<file path="config.mk">
export PLATFORM = sky130hd
export DESIGN_NAME = ovr_fault_resp
export DESIGN_NICKNAME = d
export VERILOG_FILES = /design/src/ovr_pkg.sv /design/src/ovr_fault_resp.sv /design/src/ovr_timer.sv
export SDC_FILE = /design/constraint.sdc
export NUM_CORES = 1
export LEC_CHECK = 0
export CAP_MARGIN = 20
export CORE_MARGIN = 4
export CORE_UTILIZATION = 60
export CTS_CLUSTER_SIZE = 24
export DETAILED_ROUTE_END_ITERATION = 16
export DONT_BUFFER_PORTS = 1
export HOLD_SLACK_MARGIN = 0.06
export PLACE_DENSITY = 0.76
export REMOVE_ABC_BUFFERS = 1
export SYNTH_ARGS = -nofsm -noshare
export SYNTH_HDL_FRONTEND = slang
export SYNTH_SLANG_ARGS = --single-unit
export TNS_END_PERCENT = 100
</file>
<file path="constraint.sdc">
create_clock -name I_MCLK -period 2.5 [get_ports I_MCLK]
set_input_delay 0.375 -clock I_MCLK [delete_from_list [all_inputs] [get_ports I_MCLK]]
set_output_delay 0.375 -clock I_MCLK [all_outputs]
set_load 0.03 [all_outputs]
</file>
<file path="src/ovr_pkg.sv">
package ovr_pkg;
  // register map and field layout of the reaction byte
  localparam logic [7:0] REG_OV_REACTION = 8'h41;   // reaction byte command
  localparam logic [7:0] REACTION_RST    = 8'h80;   // shut down, no restart
  localparam int         RESP_HI         = 7;       // reaction field top
  localparam int         RESP_LO         = 6;       // reaction field bottom
  localparam int         RETRY_HI        = 5;       // retry field top
  localparam int         RETRY_LO        = 3;       // retry field bottom
  localparam int         DELAY_HI        = 2;       // delay field top
  localparam int         DELAY_LO        = 0;       // delay field bottom
  localparam logic [1:0] RESP_IGNORE     = 2'h0;    // keep converting
  localparam logic [1:0] RESP_DELAYED    = 2'h1;    // run for delay first
  localparam logic [1:0] RESP_SHUTDOWN   = 2'h2;    // off, then retry
  localparam logic [1:0] RESP_HOLD       = 2'h3;    // off while present
  localparam logic [2:0] RETRY_NONE      = 3'h0;    // never restart
  localparam logic [2:0] RETRY_FOREVER   = 3'h7;    // restart without limit
  // timing: one delay unit, in microseconds, at the system clock rate
  localparam int         CLK_MHZ         = 100;     // clock rate
  localparam int         UNIT_US         = 1000;    // default unit length
  localparam int         UNIT_CYCLES     = UNIT_US * CLK_MHZ;
  localparam int         DIV_W           = 24;      // divider counter width
  localparam int         UNITS_W         = 9;       // holds up to 511 units
  // sequencer states
  typedef enum logic [2:0] {
    OVR_OFF,      // commanded off
    OVR_RUN,      // converting normally
    OVR_DELAY,    // fault seen, still running for the delay
    OVR_WAIT,     // output off, waiting to start next attempt
    OVR_ATTEMPT,  // restart attempt in progress
    OVR_LATCH,    // latched off until cleared
    OVR_HOLD      // off while the fault stays present
  } ovr_state_t;
endpackage

</file>
<file path="src/ovr_fault_resp.sv">
`timescale 1ns/10ps
// Behaviour
// - byte reaction register, written and read back
// - register governs output over-voltage reaction only
// - top two bits select the reaction
// - code 00 keeps converting on fault
// - code 01 runs for delay, then shuts down and follows retries
// - code 10 shuts down, then follows retries
// - code 11 off while fault present
// - latch cleared by clear events
// - retry field counts restarts; zero means none
// - retry field seven restarts without limit
// - codes one, two allow that many restarts
// - restart attempts spaced by delay setting
// - codes three to six allow that many
// - delay code gives power-of-two unit count
// - fault when output voltage exceeds limit
module ovr_fault_resp #(
  parameter int UNIT_CYCLES = ovr_pkg::UNIT_CYCLES  // shorten in simulation
) (
  input  wire logic        I_MCLK,
  input  wire logic        I_ARST_N,
  input  wire logic [7:0]  I_CMD_CODE,     // bus command code
  input  wire logic        I_WR_BYTE,      // write-byte strobe
  input  wire logic [7:0]  I_WR_DATA,      // write-byte data
  input  wire logic        I_RD_BYTE,      // read-byte strobe
  input  wire logic        I_CLEAR_FAULTS, // clear-faults command pulse
  input  wire logic        I_STATUS_CLR,   // clear of the fault status bit
  input  wire logic        I_ON_CMD,       // control pin and operation: on
  input  wire logic [15:0] I_VOUT,         // measured output voltage
  input  wire logic [15:0] I_OV_LIMIT,     // over-voltage fault limit
  output logic [7:0]       O_RD_DATA,      // read-back byte
  output logic             O_RD_VALID,     // read answer pulse
  output logic             O_OUTPUT_EN,    // power stage enable
  output logic             O_OV_STATUS,    // sticky over-voltage status
  output logic [2:0]       O_STATE         // sequencer state for debug
);
  typedef struct packed {
    ovr_pkg::ovr_state_t st;       // sequencer state
    logic [7:0]          cfg;      // reaction byte
    logic [2:0]          used;     // restart attempts spent
    logic                out_en;   // output enable
    logic                status;   // sticky fault bit
    logic [7:0]          rd_data;  // read-back data
    logic                rd_vld;   // read answer
  } ovr_core_t;

  ovr_core_t c_q;
  ovr_core_t c_d;
  logic      rst_meta;   // first synchroniser stage
  logic      rst_sync;   // reset for the rest of the design
  logic      fault;      // comparator result
  logic      tmr_start;  // start pulse for delay timer
  logic      tmr_done;   // delay expired
  logic      clr_evt;    // any clearing event

  // release reset through two flops; assertion stays asynchronous
  always_ff @(posedge I_MCLK or negedge I_ARST_N) begin
    if (!I_ARST_N) begin
      rst_meta <= 1'b0;
      rst_sync <= 1'b0;
    end else begin
      rst_meta <= 1'b1;
      rst_sync <= rst_meta;
    end
  end

  // limit compare; unsigned codes in the same output voltage format
  assign fault   = I_VOUT > I_OV_LIMIT;
  assign clr_evt = I_CLEAR_FAULTS || I_STATUS_CLR;

  // restart allowed while attempts remain, or always for seven
  function automatic logic may_retry(input logic [7:0] cfg,
                                     input logic [2:0] used);
    logic [2:0] lim;
    lim = cfg[ovr_pkg::RETRY_HI:ovr_pkg::RETRY_LO];
    if (lim == ovr_pkg::RETRY_FOREVER) begin
      may_retry = 1'b1;
    end else begin
      may_retry = used < lim;
    end
  endfunction

  ovr_timer #(
    .UNIT_CYCLES (UNIT_CYCLES)
  ) u_timer (
    .i_clk   (I_MCLK),
    .i_rst_n (rst_sync),
    .i_start (tmr_start),
    .i_code  (c_q.cfg[ovr_pkg::DELAY_HI:ovr_pkg::DELAY_LO]),
    .o_done  (tmr_done)
  );

  // register access, status bit and the fault sequencer
  always_comb begin
    c_d        = c_q;
    tmr_start  = 1'b0;
    c_d.rd_vld = 1'b0;
    // byte write and read of the reaction register
    if (I_WR_BYTE && (I_CMD_CODE == ovr_pkg::REG_OV_REACTION)) begin
      c_d.cfg = I_WR_DATA;
    end
    if (I_RD_BYTE) begin
      c_d.rd_vld  = 1'b1;
      // unmapped command codes read as zero
      c_d.rd_data = (I_CMD_CODE == ovr_pkg::REG_OV_REACTION) ?
                    c_q.cfg : 8'h00;
    end
    // status: a fault in the clearing cycle wins over the clear
    if (clr_evt) begin
      c_d.status = 1'b0;
    end
    if (fault) begin
      c_d.status = 1'b1;
    end
    unique case (c_q.st)
      ovr_pkg::OVR_OFF: begin
        c_d.out_en = 1'b0;
        c_d.used   = '0;
        if (I_ON_CMD) begin
          c_d.st     = ovr_pkg::OVR_RUN;
          c_d.out_en = 1'b1;
        end
      end
      ovr_pkg::OVR_RUN: begin
        c_d.used = '0;
        // reaction chosen by the top field on this fault only
        if (fault) begin
          unique case (c_q.cfg[ovr_pkg::RESP_HI:ovr_pkg::RESP_LO])
            ovr_pkg::RESP_IGNORE: begin
              c_d.out_en = 1'b1;
            end
            ovr_pkg::RESP_DELAYED: begin
              c_d.st    = ovr_pkg::OVR_DELAY;
              tmr_start = 1'b1;
            end
            ovr_pkg::RESP_SHUTDOWN: begin
              c_d.out_en = 1'b0;
              if (may_retry(c_q.cfg, c_q.used)) begin
                c_d.st    = ovr_pkg::OVR_WAIT;
                tmr_start = 1'b1;
              end else begin
                c_d.st = ovr_pkg::OVR_LATCH;
              end
            end
            ovr_pkg::RESP_HOLD: begin
              c_d.out_en = 1'b0;
              c_d.st     = ovr_pkg::OVR_HOLD;
            end
          endcase
        end
      end
      ovr_pkg::OVR_DELAY: begin
        // keeps running; only a persisting fault ends in shutdown
        if (!fault) begin
          c_d.st = ovr_pkg::OVR_RUN;
        end else if (tmr_done) begin
          c_d.out_en = 1'b0;
          if (may_retry(c_q.cfg, c_q.used)) begin
            c_d.st    = ovr_pkg::OVR_WAIT;
            tmr_start = 1'b1;
          end else begin
            c_d.st = ovr_pkg::OVR_LATCH;
          end
        end
      end
      ovr_pkg::OVR_WAIT: begin
        if (tmr_done) begin
          c_d.st     = ovr_pkg::OVR_ATTEMPT;
          c_d.out_en = 1'b1;
          tmr_start  = 1'b1;
          // seven never saturates the count, so stop it at six
          if (c_q.used != ovr_pkg::RETRY_FOREVER - 3'h1) begin
            c_d.used = c_q.used + 3'h1;
          end
        end
      end
      ovr_pkg::OVR_ATTEMPT: begin
        // a fault inside the attempt window fails it
        if (fault) begin
          c_d.out_en = 1'b0;
          if (may_retry(c_q.cfg, c_q.used)) begin
            c_d.st    = ovr_pkg::OVR_WAIT;
            tmr_start = 1'b1;
          end else begin
            c_d.st = ovr_pkg::OVR_LATCH;
          end
        end else if (tmr_done) begin
          c_d.st = ovr_pkg::OVR_RUN;
        end
      end
      ovr_pkg::OVR_LATCH: begin
        c_d.out_en = 1'b0;
        if (clr_evt) begin
          c_d.st     = ovr_pkg::OVR_RUN;
          c_d.out_en = 1'b1;
        end
      end
      ovr_pkg::OVR_HOLD: begin
        c_d.out_en = 1'b0;
        if (!fault) begin
          c_d.st     = ovr_pkg::OVR_RUN;
          c_d.out_en = 1'b1;
        end
      end
      default: begin
        c_d.st     = ovr_pkg::OVR_OFF;
        c_d.out_en = 1'b0;
      end
    endcase
    // off command overrides everything; off then on clears a latch
    if (!I_ON_CMD) begin
      c_d.st     = ovr_pkg::OVR_OFF;
      c_d.out_en = 1'b0;
    end
  end

  // state register; reset also stands for loss of bias power
  always_ff @(posedge I_MCLK or negedge rst_sync) begin
    if (!rst_sync) begin
      c_q         <= '0;
      c_q.st      <= ovr_pkg::OVR_OFF;
      c_q.cfg     <= ovr_pkg::REACTION_RST;
    end else begin
      c_q <= c_d;
    end
  end

  assign O_RD_DATA   = c_q.rd_data;
  assign O_RD_VALID  = c_q.rd_vld;
  assign O_OUTPUT_EN = c_q.out_en;
  assign O_OV_STATUS = c_q.status;
  assign O_STATE     = c_q.st;
endmodule // ovr_fault_resp

</file>
<file path="src/ovr_timer.sv">
`timescale 1ns/10ps
// counts 2**code delay units after a start pulse, then pulses done
module ovr_timer #(
  parameter int UNIT_CYCLES = ovr_pkg::UNIT_CYCLES
) (
  input  wire logic       i_clk,
  input  wire logic       i_rst_n,
  input  wire logic       i_start,   // restarts the count
  input  wire logic [2:0] i_code,    // delay code
  output logic            o_done     // one-cycle pulse at expiry
);
  typedef struct packed {
    logic                         run;    // counting
    logic [ovr_pkg::DIV_W-1:0]    div;    // cycles inside a unit
    logic [ovr_pkg::UNITS_W-1:0]  units;  // whole units elapsed
    logic                         done;   // expiry pulse
  } ovr_tmr_t;

  localparam logic [ovr_pkg::DIV_W-1:0] DIV_LAST =
    ovr_pkg::DIV_W'(UNIT_CYCLES - 1);

  ovr_tmr_t t_q;
  ovr_tmr_t t_d;
  logic     tick;   // unit enable pulse from the divider

  // divider and unit counter
  always_comb begin
    t_d      = t_q;
    t_d.done = 1'b0;
    tick     = t_q.run && (t_q.div == DIV_LAST);
    if (i_start) begin
      t_d.run   = 1'b1;
      t_d.div   = '0;
      t_d.units = '0;
    end else if (t_q.run) begin
      t_d.div = tick ? '0 : t_q.div + 1'b1;
      if (tick) begin
        t_d.units = t_q.units + 1'b1;
        // 1, 2, 4 ... 128 units; at-or-past, so a code lowered
        // by the host in mid-count still expires instead of hanging
        if ((t_q.units + 1'b1) >= (ovr_pkg::UNITS_W'(1) << i_code)) begin
          t_d.run  = 1'b0;
          t_d.done = 1'b1;
        end
      end
    end
  end

  always_ff @(posedge i_clk or negedge i_rst_n) begin
    if (!i_rst_n) begin
      t_q <= '0;
    end else begin
      t_q <= t_d;
    end
  end

  assign o_done = t_q.done;
endmodule // ovr_timer

</file>
* Word-level counts from Yosys, hierarchy flattened
Cells that the tools add are included.
Operators by class: equal/unequal tests 26, reduce and logical (&&, ||, !) cells 15, add/sub/neg operators 3, shift operators 1, $lt $le $gt $ge 3, muxes and demuxes 57
Operators by type and width (count):
- 2-to-1 mux 3 bit | 13
- 2-to-1 mux 35 bit | 1
- 2-to-1 mux 34 bit | 1
- 2-to-1 mux 1 bit | 31
- adder 24 x 1 -> 24 bit, second input constant | 1
- == test 24 x 17 -> 1 bit, second input constant | 1
- 2-to-1 mux 24 bit | 1
- case mux 3 bit (7 select lines) | 1
- inequality test 3 bit, second input constant | 6
- > comparator 16 bit | 1
- == test 3 bit, second input constant | 4
- inequality test 4 x 3 -> 1 bit, second input constant | 3
- 2-to-1 mux 10 bit | 1
- adder 9 x 1 -> 9 bit, second input constant | 1
- greater-or-equal comparator 9 bit | 1
- case mux 3 bit (3 select lines) | 1
- left shift 1 x 3 -> 9 bit, first input constant | 1
- == test 8 x 7 -> 1 bit, second input constant | 1
- 2-to-1 mux 8 bit | 1
- nonzero test 2 bit | 4
- case mux 1 bit (7 select lines) | 1
- AND reduction 7 bit | 1
- == test 3 x 2 -> 1 bit, second input constant | 2
- inequality test 3 x 2 -> 1 bit, second input constant | 2
- other kinds (20) | 24
Storage, ports and cells: output and inout port bits 14, word-level logic and storage cells 118, register bits 62, input bits 55

* Logic depth before layout (Yosys ltp)
Gate-level depths: netlist of run 1.
depth in word-level cells 11, mapped depth 12, mapped depth without buffers 12

* By module
A second synthesis of run 1 with hierarchy kept.
Unflattened totals: cell total of the unflattened synthesis 509, area total of the unflattened synthesis 4581.9 um2
By module, submodules not included:
- ovr_timer | times used 1, cells an instance 266, sequential area each 875.8 um2, area an instance 2436.1 um2
- ovr_fault_resp | times used 1, cells an instance 243, sequential area each 676.9 um2, area an instance 2145.8 um2

* Worst setup path after synthesis of run 1
OpenSTA, ideal clock, no wires.
path kind in2reg, from input I_OV_LIMIT[15], to register c_q (netlist bit O_STATE[2]), path slack -83 ps, path buffers 1, setup time 134 ps, stages on the path 10, data required time 2366 ps, arrival time 2449 ps, path through inv_1 > ha_1 > nand4_2 > or4_1 > or2_4 > nor2b_4 > buf_6 > or3_1 > a31oi_1 > o22ai_1
On the way: word-level cells in the longest chain between the ends 4, elaborated cells between the ends (all ways) 10, those cells by class order compare: 1; eq/ne: 4; mux: 4; reduce/logical: 1
Ends and longest elaborated chain:
- from (decl) | RTL line ovr_fault_resp.sv:31 | input wire logic [15:0] I_OV_LIMIT,
- > comparator 16 bit (*) | RTL line ovr_fault_resp.sv:69 | assign fault = I_VOUT > I_OV_LIMIT;
- 2-to-1 mux 3 bit, on equally long branches | RTL line ovr_fault_resp.sv:180, ovr_fault_resp.sv:155
- case mux 3 bit (7 select lines) | RTL line ovr_fault_resp.sv:116 | unique case (c_q.st)
- 2-to-1 mux 3 bit | RTL line ovr_fault_resp.sv:212 | if (!I_ON_CMD) begin
- to (decl) | RTL line ovr_fault_resp.sv:48 | ovr_core_t c_q;
Every way passes the cells marked *; elsewhere a longest branch is shown, timed or not. A chain may end at the register's enable or synchronous reset.

==> results of run 1 <==
[per-layer routing]
metal	up-vias	share of wire, %	routed length, µm	track usage, %
li1	1717	-	-	-
met3	9	4.2	385	4.594
met5	-	0	0	0
met2	81	51	4701	39.93
met1	1660	43	3969	27.52
met4	0	1.2	108	6.683
[Yosys cell counts, drive strengths merged, types with 2 or more instances]
library cell   n  share of area (%)
nor4b          3               0.62
or4            3               0.54
nor2b         10                1.7
or2            2               0.36
nor2          55                4.9
a21o           7                1.2
clkbuf        15                1.3
buf           18                3.5
and3           4               0.59
nand3         26                3.1
a41oi          2               0.42
dfrtp         61                 36
a21oi         26                3.4
inv           33                2.9
nand3b         3               0.54
and2           3               0.45
a31oi          2               0.30
ha            34                 10
mux2i          2               0.48
o22ai         10                1.5
xor2          12                2.5
or3            4               0.59
mux2           8                2.1
nor4           9                1.3
o21ai         16                1.9
a311oi         4               0.83
nand4          6                1.0
nand2b         4               0.77
nand4b         2               0.42
nand2         49                4.4
a211o          3               0.62
a41o           2               0.48
or3b           2               0.42
nor3          14                1.8
xnor2         14                2.9
and4           2               0.42
[timing repair]
action                                 in CTS  in global routing
resized for setup                           8                  3
endpoints found under the hold margin       3                  0
hold buffers                                2                  0
gates cloned                                0                  0
pin swaps                                  12                  2
buffers inserted                            3                  0
setup endpoints to repair                   2                  2
[registers in the layout, summed over array words and instances, names as in the netlist]
register and cells:
O_OUTPUT_EN 1, O_OV_STATUS 1, O_RD_DATA 8, O_RD_VALID 1, O_STATE 3, c_q 11
rst_meta 1, rst_sync 1, u_timer.o_done 1, u_timer.t_q 34
[report_power, final]
part	leakage (nW)	switching, W	total, W	internal [W]
registers	0.708	0.000323	0.00158	0.00126
logic	1.27	0.00128	0.00244	0.00115
clock network	0.0952	0.000392	0.000871	0.000479
total	2.07	0.00200	0.00489	0.00289
[area by class of cell]
class	instances	area, µm²
Multi-Input combinational cell	356	2362
Inverter	33	123.9
Fill cell	517	2103
Timing Repair Buffer	40	341.6
Clock buffer	11	141.4
Clock inverter	4	47.55
Sequential cell	62	1554
Tap cell	96	120.1
[metrics by stage]
step	setup WS (ns)	total power, W	cell area [µm²]
3_5_place_dp	-0.1678	0.003760	4412
2_1_floorplan	-0.3097	0.003136	4003
5_1_grt	-0.1631	0.005284	4691
4_1_cts	-0.07427	0.004821	4679
3_3_place_gp	-0.04665	0.003662	4412
6_report	-0.02072	0.004887	4691
[kinds of logic (layout without fill, tap and decap cells)]
kind of cell / Yosys count / in the layout / synth area share, %
xor+xnor: 26 / 26 / 5.412
mux: 10 / 10 / 2.617
flops: 62 / 62 / 36.90
buf+inv: 66 / 88 / 7.820
compound gates: 83 / 83 / 12.97
fa+ha+maj: 34 / 34 / 10.11
simple gates: 202 / 202 / 24.09
other cells: 1 / 1 / 0.08912
[path summary, 6_finish.rpt]
kind / startpoint / to / slack [ns] / cells past startpoint
worst max-delay path: c_q[14]$_DFFE_PN0P_ / u_timer.t_q[34]$_DFF_PN0_ / -0.02 / 13
worst min-delay path: I_RD_BYTE / O_RD_DATA[6]$_DFFE_PN0P_ / 0.13 / 1
worst max register to register: c_q[14]$_DFFE_PN0P_ / u_timer.t_q[34]$_DFF_PN0_ / -0.02 / 13
worst min register to register: rst_sync$_DFF_PN0_ / u_timer.t_q[28]$_DFFE_PN0P_ / 0.32 / 0
max in group asynchronous: rst_sync$_DFF_PN0_ / u_timer.t_q[20]$_DFFE_PN0P_ / 1.48 / 1
min in group asynchronous: I_ARST_N / rst_sync$_DFF_PN0_ / 0.25 / 1
==> impl_metrics.ini, run 1 <==
[routing]
final_antenna_net_count = 0
wirelength_um = 9165
firstDrtPassIters = 5
post_drt_wl_per_cell_um = 15.22
vias_per_cell = 5.759
initialDrtViolationCount = 163
drcViolationCount = 0
vias = 3467

[timing]
tightest_slew_ns = 0.6913
finalCritPeriodShare_pct = 100.8
fmax_mhz = 396.7
slew_headroom_pct = 53.91
setup-violations-final = 2
fin_crit_ns = 2.521
rsz0062_at_grt = true
fin_tns_setup_ns = -0.03737
finalMaxSlewViolations = 0
whs_ns = 0.1294
hold_viol = 0
setup_ws_ns = -0.02072
skew_ns = 0.01187

[setup_path]
path_cells = buf_6 -> nor2_2 -> nand2_1 -> ha_1 -> a21o_1 -> a21o_1 -> a211o_1 -> a21o_1 -> a21oi_2 -> nor2b_1 -> o31ai_2 -> buf_4 -> a21o_1
cpMostUsedCell = a21o_1
end_kind = flip-flop
critPathBufInv = 2
slowest_stage = dfrtp_1
cp.required_ns = 2.79
cp.arrival_ns = 2.81
path_class = flip-flop to flip-flop
start_kind = flip-flop
cpPeakStageDelay_ns = 0.44
crit_fanout = 4
critPathTopFamily = compound AO/OA/AOI/OAI gates

[finish]
fin_util_pct = 69.04
layout_commonest_cell = dfrtp_1
drive_gt1_share_pct = 15.61
finalNetCount = 591
diodes = 0
layout_common_cells = dfrtp_1, nor2_1, nand2_1
layout.cells.non_filler = 602
area_delta_synth_final_pct = 11.48

[floorplan]
die_area_mm2 = 0.008417
fp.dieH_um = 91.75
pin_count = 69
die_w_um = 91.75
initial_core_util_pct = 61.93
core_mm2 = 0.006794
rows = 30

[synthesis]
syn_area_mm2 = 0.004208
ys_types = 59
synth_ff_type = dfrtp_1
synth_seq_cells = 62
syn_avg_cell_area_um2 = 8.694
synth_seq_area_share_pct = 36.90
yosys_warnings = 0
syn_inst = 484
synth_edf_count = 0
async_flop_share_pct = 100.0

[cts]
cts_buffer_depth = 2
numCtsBuffers = 9
ctsHtreeMaxLevel = 3
cts-root-buf = clkbuf_8
clkSinkCount = 62
clk_pin_slew_ns = 0.07
cts_tree = done
clk_latency_ns = 0.34

[power]
ir_drop_uv = 1291
power_density_mw_per_mm2 = 1042
leakage_nw = 2.069

[placement]
dp_hpwl_um = 6732
port-buffer-count = 0
place_congestion = 0.8972
dpl.cell_count = 582

[run_status]
failed_checks = negative setup slack
status = finished with violations

[global_route]
grt_max_degree = 31
grt-ovfl-total = 0
grt_pass1_vias = 3412
grt_antenna_before_repair = 0
globalRouteTotalUtil_pct = 22.50
grt_pass1_wl_um = 15480

[job]
max_cap_viol_count = 0

[min_path]
holdCritPathClass = input port to flip-flop
No activity file was read; power rests on OpenSTA's default activity.
==> run 2, diff against run 1 <==
--- a/config.mk
+++ b/config.mk
@@ -11,8 +11,8 @@
 export CTS_CLUSTER_SIZE = 24
 export DETAILED_ROUTE_END_ITERATION = 16
 export DONT_BUFFER_PORTS = 1
-export HOLD_SLACK_MARGIN = 0.06
-export PLACE_DENSITY = 0.76
+export HOLD_SLACK_MARGIN = 0.1
+export PLACE_DENSITY = 0.77
 export REMOVE_ABC_BUFFERS = 1
 export SYNTH_ARGS = -nofsm -noshare
 export SYNTH_HDL_FRONTEND = slang
==> run 2 against run 1 <==
Net effect:
- the flow still finishes with violations (negative setup slack)
- critical endpoint unchanged
- non-clock buffer count shrank 2
- fmax grew 0.40%
- first-iteration DRC count shrank 11%
- sequential power is essentially flat
- clock-buffer cell count shrank 1
- combinational power is essentially flat
- cell area grew 1.1%
- critical path depth shrank 1
- flip-flop and latch count is the same
- largest power group unchanged
- cell count shrank 0.17%
- via count shrank 0.40%
==> impl_metrics.ini, run 2 (synthesis results as in run 1) <==
[timing]
fin_tns_setup_ns = -0.01071
setup_ws_ns = -0.01071
whs_ns = 0.1206
hold_viol = 0
tightest_slew_ns = 0.6830
rsz0062_at_grt = true
slew_headroom_pct = 54.47
fmax_mhz = 398.3
setup-violations-final = 1
finalMaxSlewViolations = 0
finalCritPeriodShare_pct = 100.4
skew_ns = 0.01489
fin_crit_ns = 2.511

[finish]
fill_cells = 509
layout_common_cells = dfrtp_1, nor2_1, nand2_1
largest_reg_flops = 34
layout_commonest_cell = dfrtp_1
diodes = 0
layout.cells.non_filler = 601
drive_gt1_share_pct = 15.64
largest-register = u_timer.t_q
fin_util_pct = 69.82
finalNetCount = 589
area_delta_synth_final_pct = 12.73

[cts]
clkSinkCount = 62
cts_tree = done
clk_pin_slew_ns = 0.07
cts-root-buf = clkbuf_8
clk_latency_ns = 0.35
numCtsBuffers = 9
cts_buffer_depth = 2
ctsHtreeMaxLevel = 3

[setup_path]
path_class = flip-flop to flip-flop
startpoint = u_timer.t_q[1]$_DFFE_PN0P_
crit_fanout = 2
r2r-start = u_timer.t_q[1]$_DFFE_PN0P_
start_kind = flip-flop
cp.required_ns = 2.78
end_kind = flip-flop
cp.arrival_ns = 2.79

[global_route]
grt_max_degree = 33
grt-ovfl-total = 0
grt_antenna_before_repair = 0
grt_pass1_vias = 3473
globalRouteTotalUtil_pct = 22.51
grt_pass1_wl_um = 15510

[placement]
place_congestion = 0.9034
dp_hpwl_um = 6481
dpl.cell_count = 582
port-buffer-count = 0

[routing]
drcViolationCount = 0
firstDrtPassIters = 5
vias_per_cell = 5.745
wirelength_um = 8902
vias = 3453
initialDrtViolationCount = 145
final_antenna_net_count = 0
post_drt_wl_per_cell_um = 14.81

[power]
leakage_nw = 2.079
power_w = 0.004954
ir_drop_uv = 1026
power_density_mw_per_mm2 = 1044

[min_path]
min_from = I_RD_BYTE
holdCritPathClass = input port to flip-flop

[run_status]
status = finished with violations
failed_checks = negative setup slack

[floorplan]
fp.dieH_um = 91.75
core_mm2 = 0.006794
die_area_mm2 = 0.008417
rows = 30
pin_count = 69
initial_core_util_pct = 61.93
die_w_um = 91.75

[job]
max_cap_viol_count = 0
-- run 2: cell count changes in the layout (fill, tap and decap cells not counted), sizes merged --
cell | before | now
clkinv | 2 | 3
clkbuf | 11 | 10
buf | 38 | 36
inv | 33 | 34
-- run 2: worst paths after layout --
check                           slack, ns                           to  depth (start not counted)
worst max-delay path                -0.01    u_timer.t_q[34]$_DFF_PN0_                         12
worst min-delay path                 0.12     O_RD_DATA[6]$_DFFE_PN0P_                          1
worst max register to register      -0.01    u_timer.t_q[34]$_DFF_PN0_                         12
worst min register to register       0.32      O_OUTPUT_EN$_DFFE_PN0P_                          0
max in group asynchronous            1.57  u_timer.t_q[33]$_DFFE_PN0P_                          1
min in group asynchronous            0.25           rst_sync$_DFF_PN0_                          1
-- run 2: timing repair --
| action | in CTS | in global routing |
|---|---|---|
| pin swaps | 9 | 2 |
| gates resized for setup | 10 | 1 |
| setup buffers | 1 | 0 |
| endpoints found under the hold margin | 3 | 0 |
| gates cloned | 0 | 0 |
| hold buffers | 2 | 0 |
| endpoints found under the setup margin | 2 | 2 |
-- run 2: per-layer routing --
metal | up-vias | part of all wire (%) | global-route usage (%)
li1 | 1715 | - | -
met1 | 1630 | 43 | 27.06
met2 | 93 | 51 | 39.01
met3 | 15 | 5.2 | 5.496
met4 | 0 | 1.1 | 8.292
met5 | - | 0 | 0
-- run 2: layout make-up --
type,instances,area [µm²],share of cell area (%)
clock buffer,10,137.6,2.902
clock inverter,6,68.82,1.451
inverter,33,123.9,2.611
multi-input combinational,356,2382,50.22
sequential,62,1554,32.76
tap,96,120.1,2.532
timing repair buffer,38,356.6,7.518
-- run 2: power by group --
| group | internal [W] | switching [W] | leakage [nW] |
|---|---|---|---|
| combinational | 0.00119 | 0.00125 | 1.27 |
| sequential | 0.00125 | 0.000340 | 0.708 |
| clock | 0.000492 | 0.000421 | 0.103 |
-- run 2: through the flow --
stage	area, µm²	setup slack, ns
after floorplan	4003	-0.3097
after global placement	4449	-0.05422
after detailed placement	4449	-0.1356
after CTS	4740	0.004594
after global routing	4743	-0.09091
final	4743	-0.01071
-- run 2: worst max-delay path, cell delays in order (launching register included) --
cell	delay, ns
dfrtp_1	0.43
ha_4	0.19
xor2_1	0.14
ha_1	0.30
a21o_1	0.16
a21o_1	0.17
a211o_1	0.25
a21o_1	0.19
a21oi_2	0.11
nor2b_1	0.05
o31ai_1	0.20
buf_4	0.15
a21o_1	0.11
